--- src/pkg/isrm_pkg.sv ---
// Summary of operation
// - one byte per address, high byte lowest
// - start frequency 24 bits from 82h
// - step count uses bits 8..0 only
// - settling: 9-bit count, 2-bit multiplier code
// - multiplier code 11 waits four times count
// - leak limits keep low nibble only
// - index counter advances on increment command
// - index counter clears at start frequency
// - temperature is 14-bit two's complement value
// - increment adds step word to frequency
package isrm_pkg;
    localparam logic [7:0] ISRM_A_CTRL_HI   = 8'h80;
    localparam logic [7:0] ISRM_A_CTRL_LO   = 8'h81;
    localparam logic [7:0] ISRM_A_START_2   = 8'h82;
    localparam logic [7:0] ISRM_A_START_1   = 8'h83;
    localparam logic [7:0] ISRM_A_START_0   = 8'h84;
    localparam logic [7:0] ISRM_A_STEP_2    = 8'h85;
    localparam logic [7:0] ISRM_A_STEP_1    = 8'h86;
    localparam logic [7:0] ISRM_A_STEP_0    = 8'h87;
    localparam logic [7:0] ISRM_A_COUNT_HI  = 8'h88;
    localparam logic [7:0] ISRM_A_COUNT_LO  = 8'h89;
    localparam logic [7:0] ISRM_A_SETTLE_HI = 8'h8A;
    localparam logic [7:0] ISRM_A_SETTLE_LO = 8'h8B;
    localparam logic [7:0] ISRM_A_LEAK_A    = 8'h8C;
    localparam logic [7:0] ISRM_A_LEAK_B    = 8'h8D;
    localparam logic [7:0] ISRM_A_LEAK_C    = 8'h8E;
    localparam logic [7:0] ISRM_A_STATUS    = 8'h8F;
    localparam logic [7:0] ISRM_A_INDEX_HI  = 8'h90;
    localparam logic [7:0] ISRM_A_INDEX_LO  = 8'h91;
    localparam logic [7:0] ISRM_A_TEMP_HI   = 8'h92;
    localparam logic [7:0] ISRM_A_TEMP_LO   = 8'h93;

    localparam logic [15:0] ISRM_CTRL_RESET = 16'hA000;
    localparam int ISRM_CMD_MSB   = 15;
    localparam int ISRM_CMD_LSB   = 11;
    localparam int ISRM_CNT_W     = 9;
    localparam int ISRM_MULT_LSB  = 9;
    localparam int ISRM_LEAK_W    = 4;
    localparam int ISRM_TEMP_W    = 14;

    typedef enum logic [4:0] {
        ISRM_CMD_NOP    = 5'h00,
        ISRM_CMD_INIT   = 5'h01,
        ISRM_CMD_SWEEP  = 5'h02,
        ISRM_CMD_INCR   = 5'h03,
        ISRM_CMD_REPEAT = 5'h04
    } isrm_cmd_e;

    typedef enum logic [1:0] {
        ISRM_MULT_X1  = 2'b00,
        ISRM_MULT_RSV = 2'b01,
        ISRM_MULT_X2  = 2'b10,
        ISRM_MULT_X4  = 2'b11
    } isrm_mult_e;

    typedef struct packed {
        logic       wr_en;
        logic       rd_en;
        logic [7:0] addr;
        logic [7:0] wdata;
    } isrm_req_s;
endpackage

--- src/logic/isrm_point_index.sv ---
module isrm_point_index
    import isrm_pkg::*;
#(
    parameter int WIDTH = 9
) (
    // clock and reset
    input  wire logic             ref_clk,
    input  wire logic             reset,
    // events
    input  wire logic             clear_evt,
    input  wire logic             step_evt,
    // count
    output logic [WIDTH-1:0]      index
);
    logic [WIDTH-1:0] index_r;
    logic [WIDTH-1:0] index_nxt;

    initial begin
        if (WIDTH < 1 || WIDTH > 16) $error("isrm_point_index: bad WIDTH");
    end

    always_comb begin
        index_nxt = index_r;
        if (clear_evt) begin
            index_nxt = '0;
        end else if (step_evt) begin
            index_nxt = index_r + WIDTH'(1);
        end
    end

    always_ff @(posedge ref_clk or posedge reset) begin
        if (reset) begin
            index_r <= '0;
        end else begin
            index_r <= index_nxt;
        end
    end

    assign index = index_r;

    property p_index_step;
        @(posedge ref_clk) disable iff (reset)
        (step_evt && !clear_evt) |=> index_r == $past(index_r) + WIDTH'(1);
    endproperty
    a_index_step: assert property (p_index_step) else $error("index did not advance");

    property p_index_clear;
        @(posedge ref_clk) disable iff (reset)
        clear_evt |=> index_r == '0;
    endproperty
    a_index_clear: assert property (p_index_clear) else $error("index not cleared");

    property p_index_hold;
        @(posedge ref_clk) disable iff (reset)
        (!clear_evt && !step_evt) |=> $stable(index_r);
    endproperty
    a_index_hold: assert property (p_index_hold) else $error("index moved unprompted");
endmodule

--- src/logic/isrm_register_map.sv ---
module isrm_register_map
    import isrm_pkg::*;
#(
    parameter int FREQ_W = 24
) (
    // clock and reset
    input  wire logic                 ref_clk,
    input  wire logic                 reset,
    // byte access from the serial interface
    input  wire isrm_req_s            req,
    output logic [7:0]                rdata,
    // sweep engine events
    input  wire logic                 point_done,
    input  wire logic [ISRM_TEMP_W-1:0] temp_code,
    input  wire logic                 temp_valid,
    input  wire logic [7:0]           status_set,
    // decoded configuration
    output logic [FREQ_W-1:0]         cur_freq,
    output logic [ISRM_CNT_W-1:0]     step_total,
    output logic [ISRM_CNT_W+1:0]     settle_wait,
    output logic [3*ISRM_LEAK_W-1:0]  leak_limits,
    output logic [15:0]               ctrl_word,
    output logic [ISRM_CNT_W-1:0]     point_index
);
    logic [15:0]              ctrl_r, ctrl_nxt;
    logic [23:0]              start_r, start_nxt;
    logic [23:0]              step_r, step_nxt;
    logic [15:0]              count_r, count_nxt;
    logic [15:0]              settle_r, settle_nxt;
    logic [ISRM_LEAK_W-1:0]   leak_r [3];
    logic [ISRM_LEAK_W-1:0]   leak_nxt [3];
    logic [7:0]               status_r, status_nxt;
    logic [ISRM_TEMP_W-1:0]   temp_r, temp_nxt;
    logic [FREQ_W-1:0]        freq_r, freq_nxt;
    logic [7:0]               rdata_r, rdata_nxt;
    logic                     cmd_wr;
    logic [4:0]               cmd_code;
    logic                     do_init;
    logic                     do_incr;
    logic [ISRM_CNT_W-1:0]    index_q;
    logic [ISRM_CNT_W-1:0]    settle_cnt;
    isrm_mult_e               settle_mult;

    initial begin
        if (FREQ_W != 24) $error("isrm_register_map: FREQ_W must be 24");
    end

    // a command takes effect when the high control byte is written
    assign cmd_wr   = req.wr_en && req.addr == ISRM_A_CTRL_HI;
    assign cmd_code = req.wdata[ISRM_CMD_MSB-8:ISRM_CMD_LSB-8];
    assign do_init  = cmd_wr && (cmd_code == ISRM_CMD_INIT || cmd_code == ISRM_CMD_SWEEP);
    assign do_incr  = cmd_wr && cmd_code == ISRM_CMD_INCR;

    always_comb begin
        ctrl_nxt   = ctrl_r;
        start_nxt  = start_r;
        step_nxt   = step_r;
        count_nxt  = count_r;
        settle_nxt = settle_r;
        leak_nxt   = leak_r;
        status_nxt = status_r | status_set; // set wins over a software write
        temp_nxt   = temp_valid ? temp_code : temp_r;
        freq_nxt   = freq_r;
        if (req.wr_en) begin
            if (req.addr == ISRM_A_CTRL_HI) begin
                ctrl_nxt[15:8] = req.wdata;
            end else if (req.addr == ISRM_A_CTRL_LO) begin
                ctrl_nxt[7:0] = req.wdata;
            end else if (req.addr == ISRM_A_START_2) begin
                start_nxt[23:16] = req.wdata;
            end else if (req.addr == ISRM_A_START_1) begin
                start_nxt[15:8] = req.wdata;
            end else if (req.addr == ISRM_A_START_0) begin
                start_nxt[7:0] = req.wdata;
            end else if (req.addr == ISRM_A_STEP_2) begin
                step_nxt[23:16] = req.wdata;
            end else if (req.addr == ISRM_A_STEP_1) begin
                step_nxt[15:8] = req.wdata;
            end else if (req.addr == ISRM_A_STEP_0) begin
                step_nxt[7:0] = req.wdata;
            end else if (req.addr == ISRM_A_COUNT_HI) begin
                count_nxt[15:8] = req.wdata;
            end else if (req.addr == ISRM_A_COUNT_LO) begin
                count_nxt[7:0] = req.wdata;
            end else if (req.addr == ISRM_A_SETTLE_HI) begin
                settle_nxt[15:8] = req.wdata;
            end else if (req.addr == ISRM_A_SETTLE_LO) begin
                settle_nxt[7:0] = req.wdata;
            end else if (req.addr == ISRM_A_LEAK_A) begin
                leak_nxt[0] = req.wdata[ISRM_LEAK_W-1:0];
            end else if (req.addr == ISRM_A_LEAK_B) begin
                leak_nxt[1] = req.wdata[ISRM_LEAK_W-1:0];
            end else if (req.addr == ISRM_A_LEAK_C) begin
                leak_nxt[2] = req.wdata[ISRM_LEAK_W-1:0];
            end else if (req.addr == ISRM_A_STATUS) begin
                status_nxt = req.wdata | status_set;
            end
        end
        if (do_init) begin
            freq_nxt = start_nxt;
        end else if (do_incr) begin
            freq_nxt = freq_r + step_r;
        end
    end

    // read data is registered: byte shows the cycle after rd_en
    always_comb begin
        rdata_nxt = rdata_r;
        if (req.rd_en) begin
            if (req.addr == ISRM_A_CTRL_HI) begin
                rdata_nxt = ctrl_r[15:8];
            end else if (req.addr == ISRM_A_CTRL_LO) begin
                rdata_nxt = ctrl_r[7:0];
            end else if (req.addr == ISRM_A_START_2) begin
                rdata_nxt = start_r[23:16];
            end else if (req.addr == ISRM_A_START_1) begin
                rdata_nxt = start_r[15:8];
            end else if (req.addr == ISRM_A_START_0) begin
                rdata_nxt = start_r[7:0];
            end else if (req.addr == ISRM_A_STEP_2) begin
                rdata_nxt = step_r[23:16];
            end else if (req.addr == ISRM_A_STEP_1) begin
                rdata_nxt = step_r[15:8];
            end else if (req.addr == ISRM_A_STEP_0) begin
                rdata_nxt = step_r[7:0];
            end else if (req.addr == ISRM_A_COUNT_HI) begin
                rdata_nxt = count_r[15:8];
            end else if (req.addr == ISRM_A_COUNT_LO) begin
                rdata_nxt = count_r[7:0];
            end else if (req.addr == ISRM_A_SETTLE_HI) begin
                rdata_nxt = settle_r[15:8];
            end else if (req.addr == ISRM_A_SETTLE_LO) begin
                rdata_nxt = settle_r[7:0];
            end else if (req.addr == ISRM_A_LEAK_A) begin
                rdata_nxt = {4'h0, leak_r[0]};
            end else if (req.addr == ISRM_A_LEAK_B) begin
                rdata_nxt = {4'h0, leak_r[1]};
            end else if (req.addr == ISRM_A_LEAK_C) begin
                rdata_nxt = {4'h0, leak_r[2]};
            end else if (req.addr == ISRM_A_STATUS) begin
                rdata_nxt = status_r;
            end else if (req.addr == ISRM_A_INDEX_HI) begin
                rdata_nxt = 8'({7'h00, index_q[ISRM_CNT_W-1]});
            end else if (req.addr == ISRM_A_INDEX_LO) begin
                rdata_nxt = index_q[7:0];
            end else if (req.addr == ISRM_A_TEMP_HI) begin
                rdata_nxt = {2'b00, temp_r[13:8]};
            end else if (req.addr == ISRM_A_TEMP_LO) begin
                rdata_nxt = temp_r[7:0];
            end else begin
                rdata_nxt = 8'h00;
            end
        end
    end

    always_ff @(posedge ref_clk or posedge reset) begin
        if (reset) begin
            ctrl_r   <= ISRM_CTRL_RESET;
            start_r  <= '0;
            step_r   <= '0;
            count_r  <= '0;
            settle_r <= '0;
            leak_r   <= '{default: '0};
            status_r <= '0;
            temp_r   <= '0;
            freq_r   <= '0;
            rdata_r  <= '0;
        end else begin
            ctrl_r   <= ctrl_nxt;
            start_r  <= start_nxt;
            step_r   <= step_nxt;
            count_r  <= count_nxt;
            settle_r <= settle_nxt;
            leak_r   <= leak_nxt;
            status_r <= status_nxt;
            temp_r   <= temp_nxt;
            freq_r   <= freq_nxt;
            rdata_r  <= rdata_nxt;
        end
    end

    isrm_point_index #(
        .WIDTH (ISRM_CNT_W)
    ) u_index (
        .ref_clk   (ref_clk),
        .reset     (reset),
        .clear_evt (do_init),
        .step_evt  (do_incr),
        .index     (index_q)
    );

    assign settle_cnt  = settle_r[ISRM_CNT_W-1:0];
    assign settle_mult = isrm_mult_e'(settle_r[ISRM_MULT_LSB+1:ISRM_MULT_LSB]);
    // reserved code falls back to unscaled; host must not use it
    always_comb begin
        case (settle_mult)
            ISRM_MULT_X4: settle_wait = {settle_cnt, 2'b00};
            ISRM_MULT_X2: settle_wait = {1'b0, settle_cnt, 1'b0};
            default:      settle_wait = {2'b00, settle_cnt};
        endcase
    end

    assign step_total  = count_r[ISRM_CNT_W-1:0];
    assign leak_limits = {leak_r[2], leak_r[1], leak_r[0]};
    assign cur_freq    = freq_r;
    assign ctrl_word   = ctrl_r;
    assign point_index = index_q;
    assign rdata       = rdata_r;

    property p_init_freq;
        @(posedge ref_clk) disable iff (reset)
        do_init |=> cur_freq == start_r;
    endproperty
    a_init_freq: assert property (p_init_freq) else $error("start frequency not loaded");

    property p_incr_freq;
        @(posedge ref_clk) disable iff (reset)
        do_incr |=> cur_freq == $past(freq_r) + $past(step_r);
    endproperty
    a_incr_freq: assert property (p_incr_freq) else $error("frequency not stepped");

    property p_start_byte;
        @(posedge ref_clk) disable iff (reset)
        (req.wr_en && req.addr == ISRM_A_START_2) |=> start_r[23:16] == $past(req.wdata);
    endproperty
    a_start_byte: assert property (p_start_byte) else $error("start high byte misplaced");

    property p_leak_nibble;
        @(posedge ref_clk) disable iff (reset)
        (req.rd_en && req.addr == ISRM_A_LEAK_A) |=> rdata == {4'h0, $past(leak_r[0])};
    endproperty
    a_leak_nibble: assert property (p_leak_nibble) else $error("leak limit upper bits set");

    property p_settle_x4;
        @(posedge ref_clk) disable iff (reset)
        settle_mult == ISRM_MULT_X4 |-> settle_wait == 11'(settle_cnt) * 11'd4;
    endproperty
    a_settle_x4: assert property (p_settle_x4) else $error("x4 wait wrong");

    property p_settle_x1;
        @(posedge ref_clk) disable iff (reset)
        settle_mult == ISRM_MULT_X1 |-> settle_wait == 11'(settle_cnt);
    endproperty
    a_settle_x1: assert property (p_settle_x1) else $error("x1 wait wrong");

    property p_count_mask;
        @(posedge ref_clk) disable iff (reset)
        (req.wr_en && req.addr == ISRM_A_COUNT_HI) |=> step_total[ISRM_CNT_W-1] == $past(req.wdata[0]);
    endproperty
    a_count_mask: assert property (p_count_mask) else $error("step count mask wrong");

    property p_temp_read;
        @(posedge ref_clk) disable iff (reset)
        (req.rd_en && req.addr == ISRM_A_TEMP_HI) |=> rdata == {2'b00, $past(temp_r[13:8])};
    endproperty
    a_temp_read: assert property (p_temp_read) else $error("temperature high byte wrong");

    property p_ctrl_byte;
        @(posedge ref_clk) disable iff (reset)
        (req.wr_en && req.addr == ISRM_A_CTRL_LO) |=> ctrl_r[7:0] == $past(req.wdata);
    endproperty
    a_ctrl_byte: assert property (p_ctrl_byte) else $error("control low byte misplaced");

    c_init:  cover property (@(posedge ref_clk) disable iff (reset) do_init);
    c_incr:  cover property (@(posedge ref_clk) disable iff (reset) do_incr ##2 do_incr);
    c_x4:    cover property (@(posedge ref_clk) disable iff (reset) settle_mult == ISRM_MULT_X4);
    c_tread: cover property (@(posedge ref_clk) disable iff (reset) req.rd_en && req.addr == ISRM_A_TEMP_LO);
endmodule

--- config.mk ---
export PLATFORM = sky130hd
export DESIGN_NAME = isrm_register_map
export DESIGN_NICKNAME = d
export VERILOG_FILES = /design/src/pkg/isrm_pkg.sv /design/src/logic/isrm_point_index.sv /design/src/logic/isrm_register_map.sv
export SDC_FILE = /design/constraint.sdc
export NUM_CORES = 1
export LEC_CHECK = 0
export BUFFER_PORTS_ARGS = -buffer_cell sky130_fd_sc_hd__buf_2
export CORE_UTILIZATION = 55
export DETAILED_ROUTE_END_ITERATION = 8
export PLACE_DENSITY = 0.77
export SYNTH_ARGS = -nofsm -noshare
export SYNTH_HDL_FRONTEND = slang
export SYNTH_SLANG_ARGS = --single-unit
export TNS_END_PERCENT = 10
--- constraint.sdc ---
create_clock -name ref_clk -period 9.55 [get_ports ref_clk]
set_input_delay 0.955 -clock ref_clk [delete_from_list [all_inputs] [get_ports ref_clk]]
set_output_delay 0.955 -clock ref_clk [all_outputs]
set_load 0.03 [all_outputs]
==> flow_summary.toml <==
[detailed_routing]
wl_per_cell_um = 21.7
drt_iter0_drc = 769
ant_nets = 0
finalWirelength_um = 27400
vias = 7950
viasPerCell = 6.30
firstDrtPassIters = 5
drc = 0

[min_path]
hold-path-cell-count = 2
hold_path.class = "reg -> reg"
hp-start = "rdata[0]$_DFFE_PP0P_"
min_to = "rdata[0]$_DFFE_PP0P_"

[clocking]
clkTransAtPathRegs_ps = 70
clkLatencyLatePin_ps = 430
cts_setup_buffers = 0
h-tree-depth = 4
root_buffer = "clkbuf_16"
cts_hold_buf = 0
ctsResizeCount = 0
cts_tree = "done"
clk_path_buf_depth = 2
cts_made_buffers = 17
clock-sinks = 171

[run_status]
status = "complete, no violations"

[synthesis]
ys_seq_elements = 171
synth_cells = 937
syn_nets = 1006
synth-edff-count = 0
ys_top_cells_by_area = "dfrtp_1 (44%), mux2_2 (15%), a21oi_1 (3.6%)"
synth_cell_type_count = 65
synth_area_per_cell_um2 = 10.2
synth_top_area_frac = 0.442
syn_area_um2 = 9570
ys_async_sr_fraction = 1.00
synth-seq-area-share = 0.447
synth_ff_type = "dfrtp_1"
yosysWarningCount = 0
yosysTopAreaCell = "dfrtp_1"

[critical_path]
critPathKind = "in -> reg"
crit_fanout = 23
required_ps = 9860
rr_startpoint = "step_r[0]$_DFFE_PP0P_"
crit_path_end_kind = "flip-flop"
cp-start-kind = "primary input"
rr_endpoint = "cur_freq[22]$_DFFE_PP0P_"
critPathArrivalTime_ps = 4510
reg2reg_slack_ps = 6510
worstRegToRegCells = 11

[finish]
multi_input_area_um2 = 4930
fin_util = 0.649
seq_area_um2 = 4280
fillers = 1323
drive_above_1_share = 0.297
nets = 1097
area_growth_pct = 13.6

[power_and_ir_drop]
p_sw_frac = 0.263
pwr_density_cell_nw_per_um2 = 157
power_frac_clock = 0.425
internal_power_w = 0.00126
pwr-share-comb = 0.114
ir_drop_uv = 140
switchingPower_w = 0.000450
leakage_nw = 5.26
p_seq_frac = 0.461

[sta]
hold_viol = 0
skew_ps = 8.99
rsz0062_at_grt = "no"
fmax_ghz = 0.238
tightest_slew_ps = 1070
finalHoldWorstSlack_ps = 482
relSlewSlack = 0.287
min_period_over_period = 0.439
min_period_ps = 4190
slew_viol_final = 0
setup-tns-final_ps = 0
setup_viol = 0

[global_routing]
grt_pass1_wl_um = 42600
grt_use_met2 = 0.503
overflow = 0
grt_max_degree = 90
grt_usage = 0.314
antenna_found_initial = 1
grt_pass1_vias = 7665
grt_util_met3 = 0.0692
grt_busiest_layer = "met2"
grt_use_met1 = 0.418

[placement]
gp_congestion = 0.876
dp_hpwl_um = 18800
io_buffers = 131

[die]
fp.coreArea_um2 = 16800
die_w_um = 134
die-area_um2 = 17900
start_util = 0.571
die_height_um = 134
ios = 133
num_rows = 47

[run]
maxCapViolCount = 0
registers in the layout, indices dropped and copies added (netlist names):
name / count
step_r: 24
start_r: 24
cur_freq: 24
count_r: 16
u_index.index: 9
temp_r: 14
ctrl_word: 16
leak_limits: 12
rdata: 8
settle_r: 16
status_r: 8
worst max-delay path: stages:
cell     delay (ps)
buf_2           120
nor4b_4         480
and2_1          900
nand3_4         360
nor3_4          740
nand2_1         320
or3_1           400
mux2i_1         160
nor3_1           60
worst max path at each step:
stage | startpoint | cells past startpoint | slack [ps] | end
after floorplan | reset | 1 | 3970 | count_r[0]$_DFFE_PP0P_
after global placement | req[12] | 9 | 5130 | cur_freq[22]$_DFFE_PP0P_
after detailed placement | req[12] | 9 | 5000 | cur_freq[22]$_DFFE_PP0P_
after CTS | req[12] | 9 | 5440 | cur_freq[22]$_DFFE_PP0P_
after global routing | req[12] | 9 | 5210 | cur_freq[22]$_DFFE_PP0P_
final | req[12] | 9 | 5360 | cur_freq[22]$_DFFE_PP0P_
logic make-up (layout without fill, tap and decap cells):
kind of cell             Yosys count  after routing  synth area share
AND/OR/NAND/NOR                  241            241             0.122
AO/OA/AOI/OAI                    240            240             0.156
flip-flops                       171            171             0.447
multiplexers                     163            163             0.190
buffers and inverters             82            186            0.0379
adder cells (fa/ha/maj)           25             25            0.0335
XOR/XNOR                          15             15            0.0137
other                              0              1                 0
cell usage after synthesis (5+ instances only):
| cell type | count |
|---|---|
| a211oi_1 | 13 |
| a21oi_1 | 68 |
| a22oi_1 | 14 |
| a31oi_1 | 9 |
| and2_1 | 6 |
| and3_1 | 8 |
| buf_2 | 13 |
| buf_4 | 10 |
| clkbuf_1 | 37 |
| dfrtp_1 | 169 |
| ha_1 | 24 |
| inv_1 | 17 |
| mux2_2 | 127 |
| mux2i_1 | 34 |
| nand2_1 | 78 |
| nand3_1 | 22 |
| nand3b_1 | 10 |
| nand4_1 | 5 |
| nor2_1 | 64 |
| nor2_2 | 5 |
| nor2b_1 | 8 |
| nor3_1 | 18 |
| o21a_1 | 6 |
| o21ai_0 | 58 |
| o21ai_1 | 7 |
| o21bai_1 | 5 |
| o22ai_1 | 12 |
| o31ai_1 | 8 |
| xnor2_1 | 12 |
metal layers:
| layer | wire (um) | vias to the layer above |
|---|---|---|
| li1 | - | 3605 |
| met1 | 11300 | 3929 |
| met2 | 13200 | 354 |
| met3 | 2040 | 62 |
| met4 | 804 | 0 |
| met5 | 0 | - |
layout by cell type (no fill, tap or decap), types with 5 or more instances in the layout:
cell and n:
nor2b_1 8, nand4_1 5, a31oi_1 9, a211oi_1 13, inv_1 16, o21ai_1 7, clkbuf_16 17, nand3b_1 10
mux2_2 127, o21bai_1 5, buf_2 131, a22oi_1 14, buf_4 6, nor2_2 5, dfrtp_1 169, ha_1 24
nand2_1 78, and3_1 8, nor3_1 18, nand3_1 22, o22ai_1 12, o21ai_0 58, a21oi_1 68, mux2i_1 34
xnor2_1 12, o21a_1 6, o31ai_1 8, nor2_1 64, and2_1 6
metrics by stage:
stage	power [W]	std cells	cell area, um2	setup slack, ps
4_1_cts	0.00171	1261	10900	5440
6_report	0.00171	1262	10900	5360
5_1_grt	0.00176	1261	10900	5210
3_5_place_dp	0.000993	1229	10300	5000
2_1_floorplan	0.000927	937	9570	3970
3_3_place_gp	0.000989	1229	10300	5130
layout make-up:
cell class,count,share of cell area
clock buffers,22,0.0436
clock inverters,10,0.0128
multi-input cells,684,0.453
repair buffers,137,0.0645
flip-flops and latches,171,0.394
diodes,1,0.000230
inverters,17,0.00633
well taps,220,0.0253
power by group through the flow:
stage | combinational [W] | clock (W) | sequential, W
4_1_cts | 0.000196 | 0.000727 | 0.000786
6_report | 0.000196 | 0.000725 | 0.000787
3_3_place_gp | 0.000190 | 0 | 0.000798
3_5_place_dp | 0.000193 | 0 | 0.000799
2_1_floorplan | 0.000121 | 0 | 0.000807
5_1_grt | 0.000211 | 0.000759 | 0.000791
Power figures use the tool's default switching activity.
